### src/core/kmn_pkg.sv
// constants and types shared by the keypad menu navigator
package kmn_pkg;
    // ----------------------------------------
    // menu geometry
    // ----------------------------------------
    localparam int GROUP_W    = 3;
    localparam int ITEM_W     = 3;
    localparam int ADDR_W     = GROUP_W + ITEM_W;
    localparam int NUM_ITEMS  = 64;
    localparam int DATA_W     = 16;
    localparam int CODE_CHARS = 4;
    localparam int DIGIT_W    = 4;

    // group order walked by the cancel key; group 0 is the monitor group
    localparam logic [GROUP_W-1:0] MONITOR_GROUP      = 3'h0;
    localparam logic [GROUP_W-1:0] MAIN_PROFILE_GROUP = 3'h1;
    localparam logic [GROUP_W-1:0] LAST_GROUP         = 3'h7;
    localparam logic [ITEM_W-1:0]  FIRST_ITEM         = 3'h0;
    // the one main-profile item that waits for the store key
    localparam logic [ITEM_W-1:0]  DEFERRED_MAIN_ITEM = 3'h4;

    // leading character of each reachable group, then the error group
    localparam logic [7:0] GROUP_LETTER [8] = '{8'h44, 8'h46, 8'h41, 8'h42,
                                               8'h43, 8'h48, 8'h50, 8'h55};
    localparam logic [7:0] ERROR_LETTER = 8'h45;

    localparam logic [DATA_W-1:0] RESET_VALUE = 16'h0000;
    localparam logic [1:0]        TOP_CURSOR  = 2'h3;

    // ----------------------------------------
    // timing
    // ----------------------------------------
    localparam int CLOCK_HZ     = 20_000_000;
    localparam int HOLD_TIME_MS = 1000;
    localparam int HOLD_CYCLES  = HOLD_TIME_MS * (CLOCK_HZ / 1000);

    // ----------------------------------------
    // types
    // ----------------------------------------
    typedef enum logic [1:0] {ST_CODE, ST_DATA, ST_DIGIT} kmn_state_type;

    typedef struct packed {
        logic cancel;
        logic store;
        logic up;
        logic down;
    } kmn_keys_type;

    typedef struct packed {
        kmn_state_type       state;
        logic [GROUP_W-1:0]  group;
        logic [ITEM_W-1:0]   index;
        logic [1:0]          cursor;
        logic [DATA_W-1:0]   edit;
        logic [DATA_W-1:0]   orig;
    } kmn_ui_type;

    typedef struct packed {
        logic                apply_stb;
        logic [ADDR_W-1:0]   apply_addr;
        logic [DATA_W-1:0]   apply_value;
        logic                prog_ind;
        logic [7:0]          letter;
        logic [DATA_W-1:0]   disp_value;
    } kmn_out_type;
endpackage

### src/core/kmn_navigator.sv
// keypad menu navigator: function-code walk, data edit and apply logic
//
// Overview of operation
// - menu steps in units of four-character codes
// - groups: one monitor, seven program, errors unreachable
// - program indicator lit unless monitor item shown
// - monitor values are read-only, edits refused
// - main-profile edits apply immediately except one
// - cancel on code moves to next group
// - cancel on data discards edit, shows code
// - store toggles code to data, commits data
// - up/down change data; both enter digit edit
// - cancel held over one second shows first monitor item
// - held cancel on code steps one group on its press edge, then waits for the jump
`timescale 1ns/10ps
module kmn_navigator #(
    parameter int HOLD_CYCLES = kmn_pkg::HOLD_CYCLES
) (
    input  wire logic                        CLOCK,
    input  wire logic                        RST,
    input  wire logic                        CANCEL_KEY,
    input  wire logic                        STORE_KEY,
    input  wire logic                        UP_KEY,
    input  wire logic                        DOWN_KEY,
    input  wire logic [kmn_pkg::DATA_W-1:0]  MONITOR_VALUE,
    output logic      [kmn_pkg::GROUP_W-1:0] DISP_GROUP,
    output logic      [kmn_pkg::ITEM_W-1:0]  DISP_INDEX,
    output logic      [7:0]                  DISP_LETTER,
    output logic                             SHOW_DATA,
    output logic                             DIGIT_MODE,
    output logic      [1:0]                  DIGIT_CURSOR,
    output logic      [kmn_pkg::DATA_W-1:0]  DISP_VALUE,
    output logic                             PROGRAM_INDICATOR,
    output logic                             APPLY_STB,
    output logic      [kmn_pkg::ADDR_W-1:0]  APPLY_ADDR,
    output logic      [kmn_pkg::DATA_W-1:0]  APPLY_VALUE
);
    // ----------------------------------------
    // state
    // ----------------------------------------
    kmn_pkg::kmn_keys_type              keys;
    kmn_pkg::kmn_keys_type              prev;
    kmn_pkg::kmn_ui_type                cur;
    kmn_pkg::kmn_ui_type                next_cur;
    kmn_pkg::kmn_out_type               out_q;
    kmn_pkg::kmn_out_type               next_out_q;
    logic [31:0]                        hold_cnt;
    logic [31:0]                        next_hold_cnt;
    logic                               hold_done;
    logic                               next_hold_done;
    logic [kmn_pkg::DATA_W-1:0]         store_mem [kmn_pkg::NUM_ITEMS];
    logic                               mem_we;
    logic [kmn_pkg::ADDR_W-1:0]         addr;
    logic                               cancel_rise;
    logic                               store_rise;
    logic                               up_only;
    logic                               down_only;
    logic                               both_keys;
    logic                               is_monitor;
    logic                               immediate;
    logic                               hold_jump;
    logic [kmn_pkg::DATA_W-1:0]         step;
    logic                               show_data;
    logic                               next_show_data;
    logic                               digit_mode;
    logic                               next_digit_mode;

    assign keys = '{cancel: CANCEL_KEY, store: STORE_KEY, up: UP_KEY, down: DOWN_KEY};

    // key edges; a lone up or down is one whose partner is released
    assign cancel_rise = keys.cancel & ~prev.cancel;
    assign store_rise  = keys.store & ~prev.store;
    assign up_only     = keys.up & ~prev.up & ~keys.down;
    assign down_only   = keys.down & ~prev.down & ~keys.up;
    assign both_keys   = keys.up & keys.down & ((keys.up & ~prev.up) | (keys.down & ~prev.down));

    assign addr       = {cur.group, cur.index};
    assign is_monitor = (cur.group == kmn_pkg::MONITOR_GROUP);
    assign immediate  = (cur.group == kmn_pkg::MAIN_PROFILE_GROUP) &&
                        (cur.index != kmn_pkg::DEFERRED_MAIN_ITEM);
    assign hold_jump  = keys.cancel && !hold_done &&
                        (hold_cnt == 32'(HOLD_CYCLES - 1));
    assign step       = kmn_pkg::DATA_W'(1) << (kmn_pkg::DIGIT_W * cur.cursor);

    // ----------------------------------------
    // next-state computation
    // ----------------------------------------
    always_comb begin
        next_cur       = cur;
        next_out_q     = out_q;
        next_hold_cnt  = hold_cnt;
        next_hold_done = hold_done;
        mem_we         = 1'b0;
        next_out_q.apply_stb  = 1'b0;
        next_out_q.apply_addr = addr;

        // cancel hold timer; the jump fires once per hold
        if (keys.cancel) begin
            if (!hold_done) begin
                next_hold_cnt = hold_cnt + 32'h0000_0001;
            end
            if (hold_jump) begin
                next_hold_done = 1'b1;
            end
        end else begin
            next_hold_cnt  = 32'h0000_0000;
            next_hold_done = 1'b0;
        end

        unique case (cur.state)
            kmn_pkg::ST_CODE: begin
                if (cancel_rise) begin
                    // wrap past the last group; the error group is never entered
                    next_cur.group = (cur.group == kmn_pkg::LAST_GROUP) ?
                                     kmn_pkg::MONITOR_GROUP : cur.group + 3'h1;
                    next_cur.index = kmn_pkg::FIRST_ITEM;
                end else if (store_rise) begin
                    next_cur.state = kmn_pkg::ST_DATA;
                    next_cur.edit  = is_monitor ? MONITOR_VALUE : store_mem[addr];
                    next_cur.orig  = is_monitor ? MONITOR_VALUE : store_mem[addr];
                end else if (up_only) begin
                    next_cur.index = cur.index + 3'h1;
                end else if (down_only) begin
                    next_cur.index = cur.index - 3'h1;
                end
            end
            kmn_pkg::ST_DATA: begin
                if (is_monitor) begin
                    next_cur.edit = MONITOR_VALUE;
                end
                if (cancel_rise) begin
                    next_cur.state = kmn_pkg::ST_CODE;
                    next_cur.edit  = cur.orig;
                end else if (store_rise) begin
                    next_cur.state = kmn_pkg::ST_CODE;
                    if (!is_monitor) begin
                        mem_we                 = 1'b1;
                        next_out_q.apply_stb   = 1'b1;
                        next_out_q.apply_value = cur.edit;
                    end
                end else if (!is_monitor && both_keys) begin
                    next_cur.state  = kmn_pkg::ST_DIGIT;
                    next_cur.cursor = 2'h0;
                end else if (!is_monitor && up_only) begin
                    next_cur.edit = cur.edit + kmn_pkg::DATA_W'(1);
                end else if (!is_monitor && down_only) begin
                    next_cur.edit = cur.edit - kmn_pkg::DATA_W'(1);
                end
            end
            kmn_pkg::ST_DIGIT: begin
                // cancel walks left and leaves past the top digit, store walks right
                if (cancel_rise) begin
                    if (cur.cursor == kmn_pkg::TOP_CURSOR) begin
                        next_cur.state = kmn_pkg::ST_CODE;
                        next_cur.edit  = cur.orig;
                    end else begin
                        next_cur.cursor = cur.cursor + 2'h1;
                    end
                end else if (store_rise) begin
                    if (cur.cursor == 2'h0) begin
                        next_cur.state         = kmn_pkg::ST_CODE;
                        mem_we                 = 1'b1;
                        next_out_q.apply_stb   = 1'b1;
                        next_out_q.apply_value = cur.edit;
                    end else begin
                        next_cur.cursor = cur.cursor - 2'h1;
                    end
                end else if (up_only) begin
                    next_cur.edit = cur.edit + step;
                end else if (down_only) begin
                    next_cur.edit = cur.edit - step;
                end
            end
            // the unused state code falls back to the code display
            default: begin
                next_cur.state = kmn_pkg::ST_CODE;
            end
        endcase

        // live items follow every change, including the restore on cancel
        if (immediate && (cur.state != kmn_pkg::ST_CODE) && (next_cur.edit != cur.edit)) begin
            next_out_q.apply_stb   = 1'b1;
            next_out_q.apply_value = next_cur.edit;
        end

        // the long hold overrides whatever the cancel edge did
        if (hold_jump) begin
            next_cur.state = kmn_pkg::ST_DATA;
            next_cur.group = kmn_pkg::MONITOR_GROUP;
            next_cur.index = kmn_pkg::FIRST_ITEM;
            next_cur.edit  = MONITOR_VALUE;
            next_cur.orig  = MONITOR_VALUE;
        end

        next_out_q.prog_ind   = (next_cur.group != kmn_pkg::MONITOR_GROUP);
        next_out_q.letter     = kmn_pkg::GROUP_LETTER[next_cur.group];
        next_out_q.disp_value = (next_cur.state == kmn_pkg::ST_CODE) ?
                                kmn_pkg::RESET_VALUE : next_cur.edit;
        // mode flags are registered so that no top output is a decode
        next_show_data  = (next_cur.state != kmn_pkg::ST_CODE);
        next_digit_mode = (next_cur.state == kmn_pkg::ST_DIGIT);
    end

    // ----------------------------------------
    // registers
    // ----------------------------------------
    always_ff @(posedge CLOCK or posedge RST) begin
        if (RST) begin
            prev      <= '0;
            hold_cnt  <= 32'h0000_0000;
            hold_done <= 1'b0;
            show_data <= 1'b0;
            digit_mode <= 1'b0;
            cur       <= '{state: kmn_pkg::ST_CODE, group: kmn_pkg::MONITOR_GROUP,
                           index: kmn_pkg::FIRST_ITEM, cursor: 2'h0,
                           edit: kmn_pkg::RESET_VALUE, orig: kmn_pkg::RESET_VALUE};
            out_q     <= '{apply_stb: 1'b0, apply_addr: '0,
                           apply_value: kmn_pkg::RESET_VALUE, prog_ind: 1'b0,
                           letter: kmn_pkg::GROUP_LETTER[kmn_pkg::MONITOR_GROUP],
                           disp_value: kmn_pkg::RESET_VALUE};
        end else begin
            prev      <= keys;
            hold_cnt  <= next_hold_cnt;
            hold_done <= next_hold_done;
            show_data <= next_show_data;
            digit_mode <= next_digit_mode;
            cur       <= next_cur;
            out_q     <= next_out_q;
        end
    end

    // stored parameter values, written only by a commit
    always_ff @(posedge CLOCK or posedge RST) begin
        if (RST) begin
            for (int i = 0; i < kmn_pkg::NUM_ITEMS; i++) begin
                store_mem[i] <= kmn_pkg::RESET_VALUE;
            end
        end else if (mem_we) begin
            store_mem[addr] <= cur.edit;
        end
    end

    assign DISP_GROUP        = cur.group;
    assign DISP_INDEX        = cur.index;
    assign DISP_LETTER       = out_q.letter;
    assign SHOW_DATA         = show_data;
    assign DIGIT_MODE        = digit_mode;
    assign DIGIT_CURSOR      = cur.cursor;
    assign DISP_VALUE        = out_q.disp_value;
    assign PROGRAM_INDICATOR = out_q.prog_ind;
    assign APPLY_STB         = out_q.apply_stb;
    assign APPLY_ADDR        = out_q.apply_addr;
    assign APPLY_VALUE       = out_q.apply_value;
endmodule

### config.mk
export PLATFORM = sky130hd
export DESIGN_NAME = kmn_navigator
export DESIGN_NICKNAME = d
export VERILOG_FILES = /design/src/core/kmn_pkg.sv /design/src/core/kmn_navigator.sv
export SDC_FILE = /design/constraint.sdc
export NUM_CORES = 2
export LEC_CHECK = 0
export BUFFER_PORTS_ARGS = -buffer_cell sky130_fd_sc_hd__buf_2
export CAP_MARGIN = 25
export CELL_PAD_IN_SITES_DETAIL_PLACEMENT = 0
export CELL_PAD_IN_SITES_GLOBAL_PLACEMENT = 1
export CORE_ASPECT_RATIO = 1.25
export CORE_MARGIN = 2
export CORE_UTILIZATION = 26
export DETAILED_ROUTE_END_ITERATION = 8
export PLACE_DENSITY = 0.45
export REMOVE_ABC_BUFFERS = 1
export SETUP_SLACK_MARGIN = 0.5
export SLEW_MARGIN = 20
export SYNTH_ARGS = -nofsm -noshare
export SYNTH_HDL_FRONTEND = slang
export SYNTH_SLANG_ARGS = --single-unit
### constraint.sdc
create_clock -name CLOCK -period 102 [get_ports CLOCK]
set_clock_uncertainty 0.2 [all_clocks]
set_input_delay 20.4 -clock CLOCK [delete_from_list [all_inputs] [get_ports CLOCK]]
set_output_delay 20.4 -clock CLOCK [all_outputs]
set_load 0.01 [all_outputs]
# After elaboration in Yosys (flattened, before gate mapping)
# Memories as Yosys holds them, arrays and structs flattened. A register that Yosys moved wholly into a read port is not among the register bits.
# Index checks and enable logic that the tools add are counted.
# op_classes
add_sub_neg,10
n_lt_le_gt_ge,2
eq_ne,25
shifts,1
mux,68
bitwise_logic,17
n_reduce_logical,27
# op_table
cell,count
$bwmux W1024,1
$mux W16,22
$mux W32,5
$bmux W16 S6,1
$demux W16 S6,1
$pmux W16 S3,1
$mux W18,2
$add A32 B1 Y32 const B,1
$eq A32 B25 Y1 const B,1
$pmux W16 S2,1
$ne A3 B3 Y1 const B,10
$mux W2,14
$mux W3,6
$add A16 B1 Y16 const B,1
$add A16 B16 Y16,1
$ne A16 B16 Y1,1
$shl A1 B4 Y16 const A,1
$sub A16 B1 Y16 const B,1
$sub A16 B16 Y16,1
$reduce_and A7 Y1,2
$reduce_bool A2 Y1,5
$logic_and A1 B1 Y1,9
$mux W1,9
$and A1 B1 Y1,8
28 further kinds,45
# totals
regBits,1145
mem_bits_ro,64
mem_count,1
# mem_list
memory,depth,word_bits,read_ports,rd_clocked_by_memory_dff,write_ports,line,source
(name not given),8,8,1,1,0,kmn_navigator.sv:196,next_out_q.letter = kmn_pkg::GROUP_LETTER[next_cur.group];

# Depth between registers and ports, before layout
# logic_depth
depth_word,14
depth_mapped,19

# Least setup slack after synthesis
# OpenSTA, ideal clock, no wires.
# synth_timing
kind,input to register
start,in DOWN_KEY
end,reg out_q (netlist bit APPLY_VALUE[10])
arrival_ns,23.620
required_time_ns,101.675
slack_ns,78.055
path_stages,16
cell_sequence,or3b_1 clkbuf_1 inv_2 buf_4 nand2_1 buf_2 a211o_1 a21oi_1 o32ai_1 or2_2 a32o_1 or4_1 buf_6 o21ai_4 buf_8 mux2_4
# synth_between
elab_chain_cells,13
# synth_rtl
element,line,source
start: declaration,kmn_navigator.sv:24,"input wire logic DOWN_KEY,"
$and A1 B1 Y1,"kmn_navigator.sv:74, kmn_navigator.sv:75",
$and A1 B1 Y1,kmn_navigator.sv:74,assign down_only = keys.down & ~prev.down & ~keys.up;
$logic_and A1 B1 Y1,kmn_navigator.sv:146,end else if (!is_monitor && down_only) begin
$mux W16,kmn_navigator.sv:146,
$mux W16,kmn_navigator.sv:144,end else if (!is_monitor && up_only) begin
$mux W16,kmn_navigator.sv:141,end else if (!is_monitor && both_keys) begin
$mux W18,kmn_navigator.sv:134,end else if (store_rise) begin
$mux W16,kmn_navigator.sv:131,if (cancel_rise) begin
$pmux W16 S3 (*),kmn_navigator.sv:110,unique case (cur.state)
$ne A16 B16 Y1,kmn_navigator.sv:181,if (immediate && (cur.state != kmn_pkg::ST_CODE) && (next_cur.edit != cur.edit)) begin
$logic_and A1 B1 Y1,kmn_navigator.sv:181,
$ne A3 B3 Y1 (no source line) / $reduce_bool A3 Y1 (equally long branches),n/a,
$reduce_and A7 Y1 (no source line),n/a,
end signal: assignment,kmn_navigator.sv:217,"out_q <= '{apply_stb: 1'b0, apply_addr: '0,"
end signal: assignment,kmn_navigator.sv:228,out_q <= next_out_q;
end: declaration,kmn_navigator.sv:45,kmn_pkg::kmn_out_type out_q;
# Every way passes the cells marked *; elsewhere a longest branch is shown, timed or not. The select of a mux whose other input is x is not followed.
# A chain may end at the register's enable or synchronous reset.

# Worst setup path after layout
# layout_timing
start,in UP_KEY
end,reg out_q (netlist bit APPLY_VALUE[14])
# layout_between
elab_chain_cells,13
# layout_rtl
element,line,source
start: declaration,kmn_navigator.sv:23,"input wire logic UP_KEY,"
$not A1 Y1,kmn_navigator.sv:74,
$and A1 B1 Y1,kmn_navigator.sv:74,
$logic_and A1 B1 Y1,kmn_navigator.sv:146,
$mux W16,kmn_navigator.sv:146,
$mux W16,kmn_navigator.sv:144,
$mux W16,kmn_navigator.sv:141,
$mux W18,kmn_navigator.sv:134,
$mux W16,kmn_navigator.sv:131,
$pmux W16 S3 (*),kmn_navigator.sv:110,
$ne A16 B16 Y1,kmn_navigator.sv:181,
$logic_and A1 B1 Y1,kmn_navigator.sv:181,
$ne A3 B3 Y1 (no source line) / $reduce_bool A3 Y1 (equally long branches),n/a,
$reduce_and A7 Y1 (no source line),n/a,
# Marks and branches as above.

==> parameters.txt <==
Parameter                              Value

STA
  Slew Limit Fails ... 0
  RSZ-0062 raised after global routing ... false
  Sum of negative setup slack ... 0 ns
  Final setup slack of the worst path ... 76.91 ns
  Worst Tran Pin Value ... 1.143 ns
  Worst slew margin relative to its limit ... 23.62%
  Final Hold Viols ... 0
  Fmax ... 39.86 MHz
  Setup-failing EPs final ... 0
  Min Clock Period, post-route ... 25.09 ns
  Final worst path period share ... 24.60%

Finish
  Highest-count cells in the layout ignoring fill and taps ... dfrtp_1 (1130), mux2_2 (805), nand2_1 (499), o21ai_0 (401), buf_4 (182)
  Post-route cell area ... 0.06383 mm^2
  Layout cells sized above 1 ... 30.95%
  Most common cell after layout, fill and taps aside ... dfrtp_1
  Final standard cell count with taps included and fillers excluded ... 7641
  Utilization after layout ... 30.03%
  Area growth from synthesis to layout ... 14.59%
  Layout net count ... 4809

Power
  Worst supply voltage drop on vdd ... 0.01471 mV
  Leakage power summed over all cells ... 28.49 nW
  Power density cells ... 24.71 mW/mm^2

Synthesis
  Main area contributors after synthesis ... dfrtp_1 (52%), mux2_2 (16%), o21ai_0 (3.6%), nand2_1 (3.4%), mux4_2 (3.2%)
  Number of flops mapped to enable cells by yosys ... 0
  Area share of the largest cell type after synthesis ... 51.61%
  Fraction of synthesis flops using an asynchronous set or reset pin ... 100.0%
  Avg Cell Area, Syn ... 11.61 um^2
  Yosys synthesis warning count ... 0
  #FFs+latches synth ... 1150
  Number of distinct library cells after synthesis ... 96
  Most used DFF post-synth ... dfrtp_1
  Gate count of the mapped netlist ... 4797
  Sequential fraction of the synthesis area ... 51.66%
  Largest area contributor in the synthesized netlist ... dfrtp_1
  Mapped cell area ... 0.05571 mm^2

Clocking
  Clock-pin transition on the worst setup and hold timing paths ... 0.06 ns
  Num CTS Buffers ... 133
  CTS H-tree depth ... 4
  Total of hold buffers inserted after clock tree synthesis ... 0
  CTS-repair resized insts ... 0
  Number of buffers added for setup after CTS ... 0
  Clk sinks ... 1150
  Root Buffer Master ... clkbuf_16
  CTS tree ... built
  CTS Buffer Depth ... 3
  Worst-skew pair later-pin latency ... 0.82 ns

Placement
  Worst slack at placement ... 76.25 ns
  Post-placement cell area ... 0.05931 mm^2
  IO Port Bufs ... 76
  Detailed placement HPWL ... 156600 um
  Number of cells after detailed placement ... 7392
  Final weighted congestion in routability-driven placement ... 0.9073

Critical path
  Delay of the slowest cell on the worst path ... 0.65 ns
  Kind of launch point of the worst setup path ... input pin
  Max stage delay cell, worst path ... or3b_1
  CP Data Required Time ... 102.46 ns
  Worst reg2reg path startpoint ... DISP_INDEX[0]
  Cells traversed along the worst timing path ... buf_2, or3b_1, inv_2, nand2_1, nor3_1, o31ai_1, a221oi_1, o311ai_1, mux2_1, a2111o_1, or4_1, o21ai_4, mux2_2
  Type of element capturing the critical path ... flop
  Data arrival time of the critical path ... 25.55 ns
  Crit-path max FO ... 21
  Top cell family by delay on the critical path ... simple AND/OR/NAND/NOR gates
  Reg-to-reg setup timing slack ... 94.29 ns
  Number of cells traversed by the worst register-to-register path ... 14
  Critical path buffers and inverters ... 2
  Number of cells on the critical path ... 13
  CP Class ... in2reg
  Worst r2r dst ... APPLY_VALUE[14]

Route
  First drt pass iteration count ... 5
  First-iteration detailed-routing DRC count ... 3116
  Routed wirelength normalized by instance count ... 31.91 um
  Total number of vias ... 40527
  DRT antenna net count ... 0
  Final wirelength ... 243800 um
  Drt via density ... 5.304
  Post-route DRC ... 0

Global routing
  Vias in the first global route ... 40986
  Pin count of the biggest net entering global routing ... 156
  Busiest metal layer after global routing ... met2
  Wire length of the first global-routing pass ... 342900 um
  Met3 Use GR ... 3.180%
  Met2 routing resource usage after global routing ... 37.29%
  Fraction of met1 tracks used by global routing ... 28.34%
  Number of antenna violations at the first check in global routing ... 14
  GR Overflow Total ... 0
  All-Layer GR Usage ... 22.18%

Run
  Maximum capacitance violations ... 0

Worst hold path
  Hold WC Path Type ... reg2reg
  Number of cells traversed by the worst hold path ... 2
  Start point of the worst min-delay path ... store_mem[129]
  Hold worst-path end ... store_mem[129]

Floorplanning
  Standard cell core area ... 0.2126 mm^2
  Horiz. Die Dim ... 418.0 um
  Placement row count ... 189
  Number of I/O pins ... 80
  Die span in y ... 521.5 um
  Area of the die ... 0.2180 mm^2
  Initial standard-cell utilization of the core ... 26.20%

Run status
  Status ... finished clean
==> cell usage after synthesis, types with 10 or more instances <==
cell,instances
dfrtp_1,1149
mux2_2,805
nand2_1,502
o21ai_0,401
clkbuf_1,308
nor2_1,183
mux2i_1,147
a21oi_1,96
a221oi_1,88
a22oi_1,82
mux4_2,78
buf_2,61
o22ai_1,59
nand3_1,53
buf_4,47
nor3_1,44
and2_1,37
inv_1,36
a31oi_1,33
a221o_1,29
a22o_1,29
xnor2_1,29
a211oi_1,26
nor4_1,26
ha_1,25
nand2b_1,22
o211ai_1,22
and3_1,21
o221ai_1,19
buf_6,18
nand4_1,17
or3_1,16
o31ai_1,15
nor2b_1,14
nand3b_1,13
o2bb2ai_1,11
or2_2,11
mux2_4,10
==> layout make-up <==
cell class / count / area [um^2]
fill: 21788 / 148800
sequential: 1150 / 28820
multi-input combinational: 3164 / 24950
clock buffer: 196 / 3993
tap: 2769 / 3465
timing repair buffer: 272 / 1972
clock inverter: 34 / 432.9
inverter: 40 / 160.2
antenna: 16 / 40.04
==> tightest hold or removal path: cells and delay by family, from the launching register on <==
family | cells | cell delay (ns)
flip-flops | 1 | 0.34
AO/OA/AOI/OAI | 1 | 0.06
AND/OR/NAND/NOR | 1 | 0.04
==> registers in the layout, indices dropped and copies added (netlist names) <==
signal / count
APPLY_ADDR: 6
APPLY_STB: 1
APPLY_VALUE: 16
DIGIT_CURSOR: 2
DIGIT_MODE: 1
DISP_GROUP: 3
DISP_INDEX: 3
DISP_LETTER: 5
DISP_VALUE: 16
PROGRAM_INDICATOR: 1
SHOW_DATA: 1
cur: 34
hold_cnt: 32
hold_done: 1
prev: 4
store_mem: 1024
==> per-layer routing <==
metal | vias to the layer above | wire length (um) | share of wire, %
met1 | 21627 | 104800 | 43
met2 | 1105 | 118000 | 48
met5 | - | 0 | 0
met4 | 0 | 11020 | 4.5
li1 | 17448 | - | -
met3 | 347 | 9919 | 4.1
==> cells by family (layout without fill, tap and decap cells) <==
logic type	count (synthesis)	count (layout)	share of synthesized area [%]
AND/OR/NAND/NOR	1018	1018	8.443
XOR/XNOR	37	37	0.5817
multiplexers	1043	1043	22.40
flip-flops	1150	1150	51.66
buffers and inverters	484	542	3.978
other	2	19	0.01348
adder cells (fa/ha/maj)	26	26	0.5975
AO/OA/AOI/OAI	1037	1037	12.33
==> how the worst max path moves through the flow <==
stage           start         endpoint
2_1_floorplan     RST    APPLY_ADDR[0]
3_3_place_gp   UP_KEY  APPLY_VALUE[14]
3_5_place_dp   UP_KEY  APPLY_VALUE[14]
4_1_cts        UP_KEY  APPLY_VALUE[14]
5_1_grt        UP_KEY  APPLY_VALUE[14]
6_report       UP_KEY  APPLY_VALUE[14]
==> report_power, final <==
part | leakage (nW) | internal, mW | total (mW) | switching [mW]
registers | 15.9 | 0.482 | 0.532 | 0.0503
clock network | 2.18 | 0.289 | 0.496 | 0.207
logic | 10.4 | 0.135 | 0.549 | 0.413
==> through the flow <==
step                      hold WS, ns  total power, mW
after CTS                      0.2787            1.589
after detailed placement       0.2651            1.086
after global placement         0.2561            1.089
after global routing           0.2941            1.627
final                          0.2722            1.577
after floorplan                0.2425           0.7715
Note: power is estimated with default switching activity, not from simulation.
